## src/inc/fstc_consts.vh

```
// Purpose: Constants for the fault-driven safe shutdown transition block.
// Assumes: A 10 MHz core clock.
// Notes:   Times are kept in their own units; cycle counts derive from them.
`ifndef FSTC_CONSTS_VH
`define FSTC_CONSTS_VH

`define FSTC_CLK_HZ              10000000
`define FSTC_GROUND_FAULT_TIME_US 1000
`define FSTC_SS2_DELAY_TIME_US    100
`define FSTC_OT_DWELL_TIME_S      1

// Least times round up to whole cycles.
`define FSTC_GROUND_FAULT_CYCLES \
  ((`FSTC_GROUND_FAULT_TIME_US * (`FSTC_CLK_HZ / 1000) + 999) / 1000)
`define FSTC_SS2_DELAY_CYCLES \
  ((`FSTC_SS2_DELAY_TIME_US * (`FSTC_CLK_HZ / 1000) + 999) / 1000)
`define FSTC_OT_DWELL_CYCLES     (`FSTC_OT_DWELL_TIME_S * `FSTC_CLK_HZ)

`define FSTC_TIMER_W             24
`define FSTC_INIT_FAIL_LIMIT     2'h3

`define FSTC_ST_STARTUP          6'h01
`define FSTC_ST_NORMAL           6'h02
`define FSTC_ST_STANDBY          6'h04
`define FSTC_ST_SLEEP            6'h08
`define FSTC_ST_WAKE             6'h10
`define FSTC_ST_SAFE             6'h20

`endif

```

## src/rtl/fstc_top.v

```verilog
// Purpose: Moves the supply state machine into safe shutdown on faults.
// Assumes: Fault detectors are asynchronous levels, high while a fault is
//          present; state requests and init results come from same-clock logic.
// Notes:   Entry into startup and exit from safe shutdown are simplified.
`timescale 1ns/100ps
`default_nettype none
`include "fstc_consts.vh"
module fstc_top #(
  parameter [`FSTC_TIMER_W-1:0] GROUND_FAULT_CYCLES = `FSTC_GROUND_FAULT_CYCLES,
  parameter [`FSTC_TIMER_W-1:0] SS2_DELAY_CYCLES    = `FSTC_SS2_DELAY_CYCLES,
  parameter [`FSTC_TIMER_W-1:0] OT_DWELL_CYCLES     = `FSTC_OT_DWELL_CYCLES
) (
  input  wire       CLOCK_I,
  input  wire       RST_I,
  input  wire       PRE_REGULATOR_RAIL_OV_I,
  input  wire       MAIN_MICRO_RAIL_OV_I,
  input  wire       STANDBY_RAIL_OV_I,
  input  wire       COMM_RAIL_OV_I,
  input  wire       REFERENCE_RAIL_OV_I,
  input  wire       MAIN_MICRO_RAIL_UV_I,
  input  wire       STANDBY_RAIL_UV_I,
  input  wire       COMM_RAIL_UV_I,
  input  wire       OVER_TEMPERATURE_TRIP_I,
  input  wire       BIAS_MONITOR_FAIL_I,
  input  wire       SUPPLY_OV_I,
  input  wire       INIT_FAIL_I,
  input  wire       INIT_OK_I,
  input  wire       REQ_NORMAL_I,
  input  wire       REQ_STANDBY_I,
  input  wire       REQ_SLEEP_I,
  input  wire       REQ_WAKE_I,
  input  wire       REQ_EXIT_SAFE_I,
  output wire       RESET_OUTPUT_N_O,
  output wire       PRIMARY_SAFE_STATE_OUT_O,
  output wire       SECONDARY_SAFE_STATE_OUT_O,
  output wire       REGULATORS_ON_O,
  output wire       GROUND_FAULT_O,
  output wire [5:0] STATE_O
);
  localparam [5:0] ST_STARTUP = `FSTC_ST_STARTUP;
  localparam [5:0] ST_NORMAL  = `FSTC_ST_NORMAL;
  localparam [5:0] ST_STANDBY = `FSTC_ST_STANDBY;
  localparam [5:0] ST_SLEEP   = `FSTC_ST_SLEEP;
  localparam [5:0] ST_WAKE    = `FSTC_ST_WAKE;
  localparam [5:0] ST_SAFE    = `FSTC_ST_SAFE;

  wire [10:0] pins_async;
  wire [10:0] pins;
  wire        prereg_ov;
  wire        micro_ov;
  wire        stby_ov;
  wire        comm_ov;
  wire        ref_ov;
  wire        micro_uv;
  wire        stby_uv;
  wire        comm_uv;
  wire        over_temp;
  wire        bias_fail;
  wire        supply_ov;

  reg  [5:0]  state_reg;
  reg  [5:0]  state_next;
  reg         reset_n_reg;
  reg         reset_n_next;
  reg         ss1_reg;
  reg         ss1_next;
  reg         ss2_reg;
  reg         ss2_next;
  reg         reg_on_reg;
  reg         reg_on_next;
  reg         gf_reg;
  reg         gf_next;
  reg         ot_dwell_reg;
  reg         ot_dwell_next;
  reg  [1:0]  init_fail_reg;
  reg  [1:0]  init_fail_next;

  wire        any_uv;
  wire        rail_ov;
  wire        init_fail3;
  wire        gf_done;
  wire        ss2_done;
  wire        dwell_done;
  wire        st_startup;
  wire        st_standby;
  wire        st_safe;
  wire        fail_common;
  wire        safe_trig;
  wire        uv_trig;

  assign pins_async = {PRE_REGULATOR_RAIL_OV_I, MAIN_MICRO_RAIL_OV_I,
                       STANDBY_RAIL_OV_I, COMM_RAIL_OV_I, REFERENCE_RAIL_OV_I,
                       MAIN_MICRO_RAIL_UV_I, STANDBY_RAIL_UV_I, COMM_RAIL_UV_I,
                       OVER_TEMPERATURE_TRIP_I, BIAS_MONITOR_FAIL_I,
                       SUPPLY_OV_I};

  fstc_sync #(
    .W (11)
  ) u_sync (
    .clk_i (CLOCK_I),
    .rst_i (RST_I),
    .d_i   (pins_async),
    .q_o   (pins)
  );

  assign prereg_ov = pins[10];
  assign micro_ov  = pins[9];
  assign stby_ov   = pins[8];
  assign comm_ov   = pins[7];
  assign ref_ov    = pins[6];
  assign micro_uv  = pins[5];
  assign stby_uv   = pins[4];
  assign comm_uv   = pins[3];
  assign over_temp = pins[2];
  assign bias_fail = pins[1];
  assign supply_ov = pins[0];

  assign st_startup = state_reg[0];
  assign st_standby = state_reg[2];
  assign st_safe    = state_reg[5];

  assign any_uv  = micro_uv | stby_uv | comm_uv;
  assign rail_ov = prereg_ov | micro_ov | stby_ov | comm_ov | ref_ov;

  // An undervoltage that outlasts the fault time is taken as a short to ground.
  fstc_timer #(
    .W     (`FSTC_TIMER_W),
    .LIMIT (GROUND_FAULT_CYCLES)
  ) u_gf_timer (
    .clk_i  (CLOCK_I),
    .rst_i  (RST_I),
    .run_i  (any_uv & ~st_safe),
    .done_o (gf_done)
  );

  // Delayed drop of the secondary safe output after leaving normal for startup.
  fstc_timer #(
    .W     (`FSTC_TIMER_W),
    .LIMIT (SS2_DELAY_CYCLES)
  ) u_ss2_timer (
    .clk_i  (CLOCK_I),
    .rst_i  (RST_I),
    .run_i  (st_startup & ss2_reg),
    .done_o (ss2_done)
  );

  // Minimum stay in safe shutdown after an over temperature trip.
  fstc_timer #(
    .W     (`FSTC_TIMER_W),
    .LIMIT (OT_DWELL_CYCLES)
  ) u_dwell_timer (
    .clk_i  (CLOCK_I),
    .rst_i  (RST_I),
    .run_i  (st_safe & ot_dwell_reg),
    .done_o (dwell_done)
  );

  assign init_fail3 = (init_fail_reg == `FSTC_INIT_FAIL_LIMIT);

  assign fail_common = over_temp | init_fail3 | gf_done | bias_fail
                     | (supply_ov & ~st_standby);

  // Standby watches only its own rail; every other state but safe shutdown sees all rails.
  assign safe_trig = ~st_safe & (fail_common
                   | (st_standby ? stby_ov : rail_ov));

  assign uv_trig = any_uv & ~st_safe & ~st_startup;

  always @* begin
    init_fail_next = init_fail_reg;
    if (st_safe && REQ_EXIT_SAFE_I) begin
      // A failure reported in the clearing cycle still counts.
      init_fail_next = {1'b0, INIT_FAIL_I};
    end else if (INIT_OK_I) begin
      init_fail_next = 2'h0;
    end else if (INIT_FAIL_I && !init_fail3) begin
      init_fail_next = init_fail_reg + 2'h1;
    end
  end

  always @* begin
    state_next    = state_reg;
    ot_dwell_next = ot_dwell_reg;
    case (state_reg)
      ST_STARTUP: begin
        if (REQ_NORMAL_I && !any_uv) begin
          state_next = ST_NORMAL;
        end
      end
      ST_NORMAL: begin
        if (REQ_STANDBY_I) begin
          state_next = ST_STANDBY;
        end else if (REQ_SLEEP_I) begin
          state_next = ST_SLEEP;
        end
      end
      ST_STANDBY: begin
        if (REQ_WAKE_I) begin
          state_next = ST_WAKE;
        end
      end
      ST_SLEEP: begin
        if (REQ_WAKE_I) begin
          state_next = ST_WAKE;
        end
      end
      ST_WAKE: begin
        if (REQ_NORMAL_I) begin
          state_next = ST_NORMAL;
        end
      end
      ST_SAFE: begin
        if (REQ_EXIT_SAFE_I && !over_temp && (!ot_dwell_reg || dwell_done)) begin
          state_next    = ST_STARTUP;
          ot_dwell_next = 1'b0;
        end
      end
      default: begin
        state_next = ST_SAFE;
      end
    endcase
    // Safe shutdown is checked last so that it overrides a startup entry.
    if (uv_trig) begin
      state_next = ST_STARTUP;
    end
    if (safe_trig) begin
      state_next = ST_SAFE;
      if (over_temp) begin
        ot_dwell_next = 1'b1;
      end
    end
  end

  always @* begin
    // Reset is released only in normal, sleep, wake or a healthy startup.
    reset_n_next = 1'b0;
    case (state_next)
      ST_NORMAL: begin
        reset_n_next = 1'b1;
      end
      ST_SLEEP: begin
        reset_n_next = 1'b1;
      end
      ST_WAKE: begin
        reset_n_next = 1'b1;
      end
      ST_STARTUP: begin
        reset_n_next = ~any_uv;
      end
      default: begin
        reset_n_next = 1'b0;
      end
    endcase
    ss1_next = (state_next == ST_NORMAL);
    if (state_next == ST_NORMAL) begin
      ss2_next = 1'b1;
    end else if (state_next == ST_STARTUP) begin
      ss2_next = ss2_reg & ~ss2_done;
    end else begin
      ss2_next = 1'b0;
    end
    reg_on_next = (state_next != ST_SAFE);
    gf_next     = gf_reg | gf_done;
    if (st_safe && REQ_EXIT_SAFE_I && (state_next == ST_STARTUP)) begin
      gf_next = gf_done;
    end
  end

  always @(posedge CLOCK_I or posedge RST_I) begin
    if (RST_I) begin
      state_reg     <= ST_STARTUP;
      reset_n_reg   <= 1'b0;
      ss1_reg       <= 1'b0;
      ss2_reg       <= 1'b0;
      reg_on_reg    <= 1'b1;
      gf_reg        <= 1'b0;
      ot_dwell_reg  <= 1'b0;
      init_fail_reg <= 2'h0;
    end else begin
      state_reg     <= state_next;
      reset_n_reg   <= reset_n_next;
      ss1_reg       <= ss1_next;
      ss2_reg       <= ss2_next;
      reg_on_reg    <= reg_on_next;
      gf_reg        <= gf_next;
      ot_dwell_reg  <= ot_dwell_next;
      init_fail_reg <= init_fail_next;
    end
  end

  assign RESET_OUTPUT_N_O           = reset_n_reg;
  assign PRIMARY_SAFE_STATE_OUT_O   = ss1_reg;
  assign SECONDARY_SAFE_STATE_OUT_O = ss2_reg;
  assign REGULATORS_ON_O            = reg_on_reg;
  assign GROUND_FAULT_O             = gf_reg;
  assign STATE_O                    = state_reg;
endmodule
`default_nettype wire

```

## src/rtl/fstc_sync.v

```verilog
// Purpose: Two-stage synchroniser for asynchronous fault detector levels.
// Assumes: Inputs are slow levels; no pulse shorter than two cycles matters.
// Notes:   The first stage feeds only the second stage.
`timescale 1ns/100ps
`default_nettype none
module fstc_sync #(
  parameter W = 1
) (
  input  wire         clk_i,
  input  wire         rst_i,
  input  wire [W-1:0] d_i,
  output wire [W-1:0] q_o
);
  genvar gi;
  generate
    for (gi = 0; gi < W; gi = gi + 1) begin : g_bit
      reg meta_reg;
      reg sync_reg;
      always @(posedge clk_i or posedge rst_i) begin
        if (rst_i) begin
          meta_reg <= 1'b0;
          sync_reg <= 1'b0;
        end else begin
          meta_reg <= d_i[gi];
          sync_reg <= meta_reg;
        end
      end
      assign q_o[gi] = sync_reg;
    end
  endgenerate
endmodule
`default_nettype wire

```

## src/rtl/fstc_timer.v

```verilog
// Purpose: Saturating elapsed-time counter with a done flag.
// Assumes: LIMIT is at least one.
// Notes:   Counting restarts from zero whenever run_i falls.
`timescale 1ns/100ps
`default_nettype none
module fstc_timer #(
  parameter         W     = 24,
  parameter [W-1:0] LIMIT = 1
) (
  input  wire clk_i,
  input  wire rst_i,
  input  wire run_i,
  output wire done_o
);
  reg [W-1:0] cnt_reg;
  reg [W-1:0] cnt_next;

  always @* begin
    if (!run_i) begin
      cnt_next = {W{1'b0}};
    end else if (cnt_reg < LIMIT) begin
      cnt_next = cnt_reg + {{(W-1){1'b0}}, 1'b1};
    end else begin
      cnt_next = cnt_reg;
    end
  end

  always @(posedge clk_i or posedge rst_i) begin
    if (rst_i) begin
      cnt_reg <= {W{1'b0}};
    end else begin
      cnt_reg <= cnt_next;
    end
  end

  assign done_o = run_i && (cnt_reg >= LIMIT);
endmodule
`default_nettype wire

```

## config.mk

```make
export PLATFORM = sky130hd
export DESIGN_NAME = fstc_top
export DESIGN_NICKNAME = d
export VERILOG_FILES = /design/src/rtl/fstc_top.v /design/src/rtl/fstc_sync.v /design/src/rtl/fstc_timer.v
export VERILOG_INCLUDE_DIRS = /design/src /design/src/inc
export SDC_FILE = /design/constraint.sdc
export NUM_CORES = 1
export LEC_CHECK = 0
export ABC_AREA = 0
export BUFFER_PORTS_ARGS = -buffer_cell sky130_fd_sc_hd__buf_2
export CAP_MARGIN = 20
export CORE_UTILIZATION = 25
export DETAILED_ROUTE_END_ITERATION = 8
export PLACE_DENSITY = 0.47
export SETUP_SLACK_MARGIN = 0.4
export SLEW_MARGIN = 20
export SYNTH_ARGS = -nofsm -noshare
export SYNTH_HDL_FRONTEND = slang
export SYNTH_SLANG_ARGS = --single-unit
```

## constraint.sdc

```tcl
create_clock -name CLOCK_I -period 4.8 [get_ports CLOCK_I]
set_input_delay 0.72 -clock CLOCK_I [delete_from_list [all_inputs] [get_ports CLOCK_I]]
set_output_delay 0.72 -clock CLOCK_I [all_outputs]
set_load 0.02 [all_outputs]
```

==> out/results.txt, run 1 <==
Detailed Place HPWL - 7183 um
I/O Buffers - 30
fmax - 0.3958 GHz
required time of the worst setup path - 5.10 ns
wire length of the first global-routing pass - 18230 um
synthesis-to-layout area growth - 14.16%
CP max stage delay - 0.53 ns
Row Count - 50
die height - 141.8 um
Tot GR Track Use - 11.65%
worst slew pin tran - 1.091 ns
Die X-Extent - 141.8 um
Hold EP - u_sync.g_bit[2].sync_reg
Synth Register Bits - 108
Crit path arrival time - 2.83 ns
worst-path cell chain - or4_1 -> a211o_1 -> a21oi_2 -> o22ai_2 -> nor3_1 -> a211o_1
Crit path top cell by count - a211o_1
relative slew slack - 27.08%
share of the synthesized area in the top cell type - 54.30%
Worst path slowest cell - or4_1
commonest non-fill, non-tap cell in the layout - dfrtp_1
Synth area leaders - dfrtp_1 (54%), nor2_1 (4.8%), xnor2_1 (4.7%), and3_1 (3.3%), nand4_1 (2.6%)
Pre-Repair DR Iteration Count - 4
CP Class - register to register
Leakage Power - 2.501 nW
post-route ant nets - 0
Slew Viols, Final - 0
register share of total power - 49.8%
Switching Power - 0.0006009 W
I/O pin cnt - 31
r2r setup slk - 2.27 ns
final-report hold violation count - 0
Reg area - 0.002705 mm2
PwrDens - 359.5 mW/mm2
Post-CTS Hold Fix Bufs - 0
Root Driver - clkbuf_16
vias per cell - 4.564
Setup crit end kind - register
post-synthesis sequential area ratio - 55.38%
Min-Delay Startpoint - u_sync.g_bit[2].meta_reg
clock-pin slew on the worst setup and hold paths - 0.08 ns
Crit path max-delay family - compound AO/OA/AOI/OAI gates
crit path buf inv count - 0
Worst Hold Class - register to register
crit path max fanout - 12
synthesized instance count - 463
TritonCTS clock tree - done
number of global-route vias before repair - 3519
final setup fails - 0
post-CTS sizing - 0
Final min period - 2.527 ns
Filler Cell Count - 1939
max cap viols - 0
clock share of power - 37.3%
Wirelength per Cell - 14.04 um
worst r2r src - u_gf_timer.cnt_reg[6]
Worst-Skew Late Latency - 0.36 ns
hold depth - 0
dpl ws - 2.279 ns
Setup WS post-layout - 2.273 ns
status - finished, final reports clean
switching share of power - 29.97%
initial antenna violation count - 0
layout cells sized above 1 - 12.86%
fin nets - 512
Cell Int Power - 0.001404 W
Post-synth EDFFs - 0
top_reg_cell synth - dfrtp_1
Synth cell types - 59
Worst Clk Skew - 0.008997 ns
post-synth top area cell - dfrtp_1
Initial Util - 25.77%
core area - 0.01896 mm2
Max VDD drop - 0.0001762 V
Comb pwr share - 12.9%
Async SR Flop Fraction - 100.0%
mapped cell area - 0.004885 mm2
CTS buffer count - 9
post-CTS setup buffers - 0
CTS sink count - 108
largest net degree at the start of global routing - 74
ant diodes - 0
grt total ovfl - 0
TNS Setup - 0 ns
multi-input logic area - 0.002018 mm2
Mapped Avg Cell Area - 10.55 um2
final period utilization - 52.64%
# DRC - 0
Total Wirelength - 10530 um
R2R cell count - 6
Vias - 3423
die area - 0.02010 mm2
RSZ-0062 raised after global routing - false
Max Buffers Root-to-Sink - 2
GPL Wtd Cong - 0.7953
post-synth net total - 490
starting DRC count in detailed routing - 271
Worst setup SP type - register
most frequent cells in the layout - dfrtp_1 (106), nor2_1 (62), buf_2 (30), xnor2_1 (26), and3_1 (26)
yosys warns - 0
Worst R2R End - SECONDARY_SAFE_STATE_OUT_O
H-tree levels - 3
-- cell type report --
type | instances | share of cell area (%)
sequential | 108 | 48.51
clock inverter | 7 | 1.414
inverter | 17 | 1.189
timing repair buffer | 31 | 2.827
clock buffer | 9 | 4.039
multi-input combinational | 318 | 36.19
tap | 260 | 5.834
-- worst register-to-register path: stages, from the launching register on --
cell and delay [ns]:
dfrtp_1 0.41, or4_1 0.54, a211o_1 0.33, a21oi_2 0.52
o22ai_2 0.27, nor3_1 0.26, a211o_1 0.14
-- worst max path at each step --
stage	start	to	slack, ns	cells past startpoint
floorplan	RST_I	GROUND_FAULT_O	1.24	1
global placement	u_gf_timer.cnt_reg[6]	SECONDARY_SAFE_STATE_OUT_O	2.38	6
detailed placement	u_gf_timer.cnt_reg[6]	SECONDARY_SAFE_STATE_OUT_O	2.28	6
CTS	u_gf_timer.cnt_reg[6]	SECONDARY_SAFE_STATE_OUT_O	2.23	6
global route	u_gf_timer.cnt_reg[6]	SECONDARY_SAFE_STATE_OUT_O	2.05	6
finish	u_gf_timer.cnt_reg[6]	SECONDARY_SAFE_STATE_OUT_O	2.27	6
-- layer usage --
layer	wire length, um	global-route usage [%]
met1	5006	15.21
met2	4883	18.17
met3	510	3.847
met4	129	3.679
met5	0	0
-- synth_stat cells (all sizes together), types with 2 or more instances --
| cell | instances |
|---|---|
| a211o | 3 |
| a211oi | 6 |
| a21boi | 2 |
| a21o | 2 |
| a21oi | 23 |
| a31oi | 3 |
| a41oi | 2 |
| and2 | 18 |
| and3 | 26 |
| and4 | 2 |
| buf | 8 |
| clkbuf | 12 |
| dfrtp | 106 |
| dfstp | 2 |
| ha | 7 |
| inv | 17 |
| mux2i | 3 |
| nand2 | 21 |
| nand2b | 3 |
| nand3 | 21 |
| nand4 | 21 |
| nand4b | 3 |
| nor2 | 62 |
| nor3 | 8 |
| nor4 | 7 |
| nor4b | 2 |
| o2111ai | 2 |
| o211ai | 2 |
| o21a | 3 |
| o21ai | 5 |
| o22ai | 4 |
| or4 | 5 |
| xnor2 | 26 |
| xor2 | 14 |
-- power groups by stage --
| stage | Clock (W) | Combinational [W] | Sequential [W] |
|---|---|---|---|
| floorplan | 0 | 0.000186 | 0.00101 |
| global placement | 0 | 0.000255 | 0.00102 |
| detailed placement | 0 | 0.000264 | 0.00102 |
| CTS | 0.000778 | 0.000266 | 0.00100 |
| global route | 0.000820 | 0.000296 | 0.00101 |
| finish | 0.000747 | 0.000259 | 0.000999 |
-- cell families (layout without fill, tap and decap cells) --
group | count (synthesis) | after routing | share of synthesized area (%)
adder cells (fa/ha/maj) | 7 | 7 | 1.793
XOR/XNOR | 40 | 40 | 7.172
multiplexers | 3 | 3 | 0.6148
buffers and inverters | 37 | 64 | 3.304
flip-flops | 108 | 108 | 55.38
AO/OA/AOI/OAI | 65 | 65 | 9.811
AND/OR/NAND/NOR | 203 | 203 | 21.93
-- stage by stage --
step	total power, W	util, %	std cells	instance area (um2)	hold slack [ns]
floorplan	0.001197	-	463	4885	0.3312
global placement	0.001271	27.82	734	5273	0.3343
detailed placement	0.001282	27.82	734	5273	0.3347
CTS	0.002044	29.42	750	5577	0.3538
global route	0.002123	29.42	750	5577	0.3625
finish	0.002005	29.42	750	5577	0.3504
(Power assumes the default switching activity.)
==> run 2, diff against run 1 <==
--- a/config.mk
+++ b/config.mk
@@ -6,12 +6,12 @@
 export SDC_FILE = /design/constraint.sdc
 export NUM_CORES = 1
 export LEC_CHECK = 0
-export ABC_AREA = 0
+export ABC_AREA = 1
 export BUFFER_PORTS_ARGS = -buffer_cell sky130_fd_sc_hd__buf_2
 export CAP_MARGIN = 20
 export CORE_UTILIZATION = 25
 export DETAILED_ROUTE_END_ITERATION = 8
-export PLACE_DENSITY = 0.47
+export PLACE_DENSITY = 0.48
 export SETUP_SLACK_MARGIN = 0.4
 export SLEW_MARGIN = 20
 export SYNTH_ARGS = -nofsm -noshare
==> constraint.sdc (replaced) <==
create_clock -name CLOCK_I -period 2.2 [get_ports CLOCK_I]
set_input_delay 0.33 -clock CLOCK_I [delete_from_list [all_inputs] [get_ports CLOCK_I]]
set_output_delay 0.33 -clock CLOCK_I [all_outputs]
set_load 0.02 [all_outputs]
==> run 2 against run 1 <==
Fmax is 49% higher. Design area is 12% higher. Synthesized cell count is 31% higher. Global-route usage is 0.094 points higher. Worst setup slack worse by 1.8 ns. Worst hold slack worse by 0.27 ns. Synthesized area is 4.2% higher. Wire length is 6.9% higher. Combinational power grew to 3.5 times the previous value. Largest power group unchanged. Clock skew is 0.0029 ns higher. Die area is 4.2% higher.
==> out/results.txt, run 2 <==
Worst Clk Skew - 0.01187 ns (was 0.008997 ns)
crit path buf inv count - 2 (was 0)
Max Buffers Root-to-Sink - 2 (unchanged)
met2 WL - 4992 um (was 4883 um)
Total Wirelength - 11250 um (was 10530 um)
Vias - 4020 (was 3423)
commonest non-fill, non-tap cell in the layout - dfrtp_1 (unchanged)
H-tree levels - 3 (unchanged)
Post-synth EDFFs - 0 (unchanged)
Crit path max-delay family - simple AND/OR/NAND/NOR gates (was compound AO/OA/AOI/OAI gates)
Leakage Power - 2.784 nW (was 2.501 nW)
die height - 144.7 um (was 141.8 um)
met1 WL - 5666 um (was 5006 um)
fmax - 0.5879 GHz (was 0.3958 GHz)
CTS sink count - 108 (unchanged)
Min-Delay Startpoint - COMM_RAIL_UV_I (was u_sync.g_bit[2].meta_reg)
worst r2r src - u_dwell_timer.cnt_reg[21] (was u_gf_timer.cnt_reg[6])
CP Class - register to register (unchanged)
Worst R2R End - u_dwell_timer.cnt_reg[17] (was SECONDARY_SAFE_STATE_OUT_O)
share of the synthesized area in the top cell type - 52.10% (was 54.30%)
Post-Synth XOR/XNOR Area - 1.376% (was 7.172%)
DR top layer - met4 (unchanged)
post-synth top area cell - dfrtp_1 (unchanged)
most frequent cells in the layout - dfrtp_1 (101), inv_1 (94), nand2_1 (84), nor2_1 (74), nand3_1 (47) (was dfrtp_1 (106), nor2_1 (62), buf_2 (30), xnor2_1 (26), and3_1 (26))
Filler Cell Count - 2109 (was 1939)
GPL Wtd Cong - 0.7908 (was 0.7953)
CTS buffer count - 9 (unchanged)
largest net degree at the start of global routing - 100 (was 74)
Slew Viols, Final - 0 (unchanged)
Setup crit end kind - register (unchanged)
Final min period - 1.701 ns (was 2.527 ns)
top cells by instance count after synthesis - dfrtp_1 (106), inv_1 (100), nand2_1 (92) (was dfrtp_1 (106), nor2_1 (62), and3_1 (26), xnor2_1 (26), a21oi_1 (22))
Total Power - 0.004850 W (was 0.002005 W)
Compound-Gate Fraction of Synth Area - 8.159% (was 9.810%)
synthesized instance count - 607 (was 463)
final period utilization - 77.32% (was 52.64%)
multiplexer share of the synthesized area - 0.2212% (was 0.6148%)
Worst-Skew Late Latency - 0.36 ns (about the same)
Worst Hold Class - input pin to register (was register to register)
Die X-Extent - 144.7 um (was 141.8 um)
worst-path cell chain - inv_1 -> nand2_1 -> nor2_1 -> a21oi_4 -> nand3_4 -> nand2_8 -> clkinvlp_4 -> o31ai_2 (was or4_1 -> a211o_1 -> a21oi_2 -> o22ai_2 -> nor3_1 -> a211o_1)
mapped cell area - 0.005091 mm2 (was 0.004885 mm2)
post-route ant nets - 0 (unchanged)
crit path max fanout - 8 (was 12)
TNS Setup - 0 ns (unchanged)
layout cells sized above 1 - 19.76% (was 12.86%)
wire length of the first global-routing pass - 18960 um (was 18230 um)
synthesis-to-layout area growth - 23.08% (was 14.16%)
top_reg_cell synth - dfrtp_1 (unchanged)
Worst path slowest cell - dfrtp_1 (was or4_1)
Wirelength per Cell - 12.06 um (was 14.04 um)
number of global-route vias before repair - 3733 (was 3519)
final-report hold violation count - 0 (unchanged)
WP depth - 8 (was 6)
Synth area leaders - dfrtp_1 (52%), inv_1 (7.4%), nand2_1 (6.8%), nor2_1 (6.1%), nand3_1 (5.1%) (was dfrtp_1 (54%), nor2_1 (4.8%), xnor2_1 (4.7%), and3_1 (3.3%), nand4_1 (2.6%))
vias per cell - 4.309 (was 4.564)
Row Count - 51 (was 50)
required time of the worst setup path - 2.46 ns (was 5.10 ns)
Crit path arrival time - 1.96 ns (was 2.83 ns)
die area - 0.02094 mm2 (was 0.02010 mm2)
Tot GR Track Use - 11.74% (was 11.65%)
worst setup path endpoint - u_dwell_timer.cnt_reg[17] (was SECONDARY_SAFE_STATE_OUT_O)
r2r setup slk - 0.50 ns (was 2.27 ns)
clock-pin slew on the worst setup and hold paths - 0.08 ns (about the same)
# DRC - 0 (unchanged)
Synth Register Bits - 108 (unchanged)
Mapped Avg Cell Area - 8.387 um2 (was 10.55 um2)
count leader, synth - dfrtp_1 (unchanged)
Worst setup SP type - register (unchanged)
final core utilization - 31.78% (was 29.42%)
ant diodes - 0 (unchanged)
adder-cell share of the synthesized area - 1.720% (was 1.793%)
post-synthesis sequential area ratio - 53.13% (was 55.38%)
worst slew pin tran - 0.5377 ns (was 1.091 ns)
Setup crit start - u_dwell_timer.cnt_reg[21] (was u_gf_timer.cnt_reg[6])
relative slew slack - 64.15% (was 27.08%)
post-synth net total - 634 (was 490)
R2R cell count - 8 (was 6)
Initial Util - 25.82% (was 25.77%)
fin nets - 690 (was 512)
Max VDD drop - 0.0004228 V (was 0.0001762 V)
initial antenna violation count - 0 (unchanged)
final setup fails - 0 (unchanged)
I/O Buffers - 30 (unchanged)
yosys warns - 0 (unchanged)
starting DRC count in detailed routing - 204 (was 271)
Post-Synth Simple-Gate Area - 27.18% (was 21.93%)
RSZ-0062 raised after global routing - true (was false)
Async SR Flop Fraction - 100.0% (unchanged)
Synth cell types - 38 (was 59)
WL met3 - 330 um (was 510 um)
TritonCTS clock tree - done (unchanged)
PwrDens - 774.1 mW/mm2 (was 359.5 mW/mm2)
Detailed Place HPWL - 7851 um (was 7183 um)
grt total ovfl - 0 (unchanged)
core area - 0.01972 mm2 (was 0.01896 mm2)
Pre-Repair DR Iteration Count - 4 (unchanged)
largest family of logic cells by synthesized area - simple AND/OR/NAND/NOR gates (unchanged)
CP max stage delay - 0.43 ns (was 0.53 ns)
Root Driver - clkbuf_16 (unchanged)
status - finished, final reports clean (unchanged)
max cap viols - 0 (unchanged)
I/O pin cnt - 31 (unchanged)
## run 2: changes by cell type after synthesis, moves of 10 or more
cell | before | now
xnor2_1 | 26 | 1
nor3_1 | 8 | 26
nor2_1 | 62 | 83
o21ai_0 | 3 | 32
and3_1 | 26 | 2
nand3_1 | 20 | 52
a21oi_1 | 22 | 32
and2_1 | 18 | 2
nand2_1 | 20 | 92
clkbuf_1 | 12 | 2
inv_1 | 16 | 100
## run 2: cells by family after synthesis
logic type | count (synthesis)
mux | 1
buf+inv | 108
simple gates | 298
fa+ha+maj | 7
flops | 108
xor+xnor | 8
compound gates | 77
## run 2: how the worst min path moves through the flow
stage / cells past startpoint / slack, ns / to
after floorplan: 0 / 0.33 / u_sync.g_bit[0].sync_reg
after global placement: 2 / 0.29 / u_ss2_timer.cnt_reg[23]
after detailed placement: 2 / 0.29 / u_ss2_timer.cnt_reg[23]
after CTS: 1 / 0.06 / u_sync.g_bit[3].meta_reg
after global routing: 1 / 0.06 / u_sync.g_bit[0].meta_reg
final: 1 / 0.08 / u_sync.g_bit[3].meta_reg
## run 2: final cells by class
type / instances / area (um2) / area share, %
Sequential cell: 108 / 2711 / 43.27
Multi-Input combinational cell: 391 / 2171 / 34.64
Inverter: 101 / 390.4 / 6.230
Timing Repair Buffer: 52 / 342.8 / 5.471
Tap cell: 265 / 331.6 / 5.292
Clock buffer: 11 / 252.7 / 4.034
Clock inverter: 5 / 66.31 / 1.058
## run 2: timing repair
item,in CTS,in global routing
pin swaps,1,16
hold endpoints to repair,9,0
setup buffers,2,12
resized for setup,4,62
hold buffers,1,0
gates cloned,0,0
endpoints found under the setup margin,14,36
## run 2: through the flow
stage	setup WS [ns]	hold slack [ns]	area [um2]	instances
6_report	0.4989	0.07857	6266	933
5_1_grt	0.3789	0.06222	6266	933
4_1_cts	0.3963	0.06307	5964	921
3_5_place_dp	0.3115	0.2913	5603	902
3_3_place_gp	0.3164	0.2905	5603	902
2_1_floorplan	0.5701	0.3312	5095	607
## run 2: power by group
part	internal [W]	switching [W]	leakage [nW]
combinational	0.000310	0.000597	1.21
clock	0.000961	0.000778	0.154
sequential	0.00210	0.000104	1.42
## run 2: per-layer routing
layer / track usage (%) / vias up
li1: - / 2080
met2: 17.23 / 68
met1: 16.80 / 1855
met5: 0 / -
met4: 5.319 / 0
met3: 1.974 / 17
==> run 3, diff against run 2 <==
==> constraint.sdc (replaced) <==
create_clock -name CLOCK_I -period 1.4 [get_ports CLOCK_I]
set_input_delay 0.21 -clock CLOCK_I [delete_from_list [all_inputs] [get_ports CLOCK_I]]
set_output_delay 0.21 -clock CLOCK_I [all_outputs]
set_load 0.02 [all_outputs]
==> run 3 against run 2 <==
The flow now finishes with violations (negative setup slack). Critical path depth increased by 1. Utilization increased by 10 points. Worst hold slack improved by 0.15 ns. Non-clock buffer count increased by 156. Sequential power increased by 55%. Power increased by 73%. Count of clock-buffer cells in the layout decreased by 1. Largest power group unchanged. Die area unchanged. Largest cell class is now multi-input combinational cells. Clock skew decreased by 0.0040 ns. Wire length increased by 20%. Global-route usage increased by 2.2 points. Sequential cell count unchanged.
==> out/results.txt, run 3 (synthesis gave the netlist of run 2 again) <==
status - finished, violations left (was finished, final reports clean)
violated checks - negative setup slack
Worst path slowest cell - dfrtp_1 (unchanged)
final hold slack - 0.2316 ns (was 0.07857 ns)
TritonCTS clock tree - done (unchanged)
post-route ant nets - 0 (unchanged)
CTS sink count - 108 (unchanged)
Max VDD drop - 0.0007761 V (was 0.0004228 V)
vias per cell - 4.344 (was 4.309)
die height - 144.7 um (unchanged)
Pre-Repair DR Iteration Count - 4 (unchanged)
DP Area - 0.006729 mm2 (was 0.005603 mm2)
GPL Wtd Cong - 0.7984 (was 0.7908)
required time of the worst setup path - 1.69 ns (was 2.46 ns)
Filler Cell Count - 1954 (was 2109)
Worst Hold Class - input pin to register (unchanged)
most frequent cells in the layout - buf_4 (124), dfrtp_1 (102), inv_1 (85), nand2_1 (67), buf_6 (46) (was dfrtp_1 (101), inv_1 (94), nand2_1 (84), nor2_1 (74), nand3_1 (47))
crit path max fanout - 7 (was 8)
wire length of the first global-routing pass - 22610 um (was 18960 um)
# DRC - 0 (unchanged)
worst-path cell chain - nor2_2 -> nand2_2 -> a21oi_4 -> nand3_4 -> nor2_4 -> nand3_4 -> nor2_2 -> o21ai_1 -> nor2_1 (was inv_1 -> nand2_1 -> nor2_1 -> a21oi_4 -> nand3_4 -> nand2_8 -> clkinvlp_4 -> o31ai_2)
Leakage Power - 3.838 nW (was 2.784 nW)
Worst-Skew Late Latency - 0.35 ns (was 0.36 ns)
TNS Setup - -12.53 ns (was 0 ns)
layout cells sized above 1 - 47.21% (was 19.76%)
Worst Clk Skew - 0.007911 ns (was 0.01187 ns)
worst slew pin tran - 0.4202 ns (was 0.5377 ns)
Initial Util - 25.82% (unchanged)
relative slew slack - 71.77% (was 64.15%)
number of global-route vias before repair - 4690 (was 3733)
core area - 0.01972 mm2 (unchanged)
starting DRC count in detailed routing - 207 (was 204)
fin nets - 846 (was 690)
final core utilization - 42.00% (was 31.78%)
Setup WS post-layout - -0.3033 ns (was 0.4989 ns)
Slew Viols, Final - 0 (unchanged)
Vias - 4735 (was 4020)
Setup crit end kind - register (unchanged)
max cap viols - 0 (unchanged)
largest net degree at the start of global routing - 40 (was 100)
cell area after layout - 0.008282 mm2 (was 0.006266 mm2)
H-tree levels - 3 (unchanged)
initial antenna violation count - 1 (was 0)
synthesis-to-layout area growth - 62.67% (was 23.08%)
I/O Buffers - 30 (unchanged)
Die X-Extent - 144.7 um (unchanged)
Total Wirelength - 13470 um (was 11250 um)
final-report hold violation count - 0 (unchanged)
Final min period - 1.703 ns (was 1.701 ns)
fmax - 0.5871 GHz (was 0.5879 GHz)
CTS buffer count - 9 (unchanged)
Max Buffers Root-to-Sink - 2 (unchanged)
RSZ-0062 raised after global routing - true (unchanged)
clock-pin slew on the worst setup and hold paths - 0.08 ns (about the same)
CP Class - register to register (unchanged)
Worst setup SP type - register (unchanged)
Row Count - 51 (unchanged)
commonest non-fill, non-tap cell in the layout - buf_4 (was dfrtp_1)
final setup fails - 82 (was 0)
Wirelength per Cell - 12.36 um (was 12.06 um)
Tot GR Track Use - 13.98% (was 11.74%)
Detailed Place HPWL - 9390 um (was 7851 um)
Crit path arrival time - 2.00 ns (was 1.96 ns)
I/O pin cnt - 31 (unchanged)
CP max stage delay - 0.39 ns (was 0.43 ns)
final period utilization - 121.7% (was 77.32%)
die area - 0.02094 mm2 (unchanged)
grt total ovfl - 0 (unchanged)
Root Driver - clkbuf_16 (unchanged)
PwrDens - 1011 mW/mm2 (was 774.1 mW/mm2)
-- run 3: final timing paths --
path	startpoint	endpoint	slack, ns	depth (start not counted)
max	u_dwell_timer.cnt_reg[16]	u_dwell_timer.cnt_reg[14]	-0.30	9
min	INIT_OK_I	init_fail_reg[1]	0.23	5
max reg2reg	u_dwell_timer.cnt_reg[16]	u_dwell_timer.cnt_reg[14]	-0.30	9
min reg2reg	u_sync.g_bit[7].meta_reg	u_sync.g_bit[7].sync_reg	0.35	0
max in group asynchronous	RST_I	STATE_O[0]	0.58	4
min in group asynchronous	RST_I	u_sync.g_bit[6].sync_reg	0.33	3
-- run 3: report_power, final --
group | internal [W] | switching, W | total, W
Clock | 0.00125 | 0.00126 | 0.00250
Sequential | 0.00330 | 0.000127 | 0.00343
Combinational | 0.00113 | 0.00132 | 0.00245
-- run 3: final cells by class --
cell class,count,area (um2),area share [%]
Sequential cell,108,2710,32.72
Clock inverter,6,61.31,0.7403
Multi-Input combinational cell,391,2760,33.33
Tap cell,265,331.6,4.004
Antenna cell,1,2.502,0.03022
Inverter,101,392.9,4.744
Clock buffer,10,229.0,2.765
Timing Repair Buffer,208,1794,21.66
-- run 3: critical path, delay by kind of cell, from the launching register on --
family | cells | cell delay [ns]
DFF | 1 | 0.39
and+or+nand+nor | 7 | 1.01
AOI/OAI and AO/OA | 2 | 0.25
-- run 3: repair_timing --
| action | CTS | global route |
|---|---|---|
| setup buffers | 19 | 11 |
| gates resized for setup | 125 | 116 |
| hold buffers | 12 | 0 |
| cloned | 1 | 0 |
| pin swaps | 34 | 48 |
| endpoints found under the hold margin | 16 | 0 |
| setup endpoints to repair | 97 | 97 |
-- run 3: through the flow --
| step | worst slack (ns) | cells | power (W) |
|---|---|---|---|
| 2_1_floorplan | -0.1099 | 607 | 0.004439 |
| 3_3_place_gp | -0.3218 | 1030 | 0.005272 |
| 3_5_place_dp | -0.3405 | 1030 | 0.005273 |
| 4_1_cts | -0.2491 | 1078 | 0.008155 |
| 5_1_grt | -0.4239 | 1089 | 0.008864 |
| 6_report | -0.3033 | 1090 | 0.008375 |
-- run 3: metal layers --
| layer | GRT usage, % | vias up | wire length [um] |
|---|---|---|---|
| met4 | 4.044 | 0 | 159 |
| met5 | 0 | - | 0 |
| li1 | - | 2403 | - |
| met1 | 18.15 | 2271 | 6388 |
| met2 | 23.03 | 49 | 6424 |
| met3 | 3.356 | 12 | 495 |
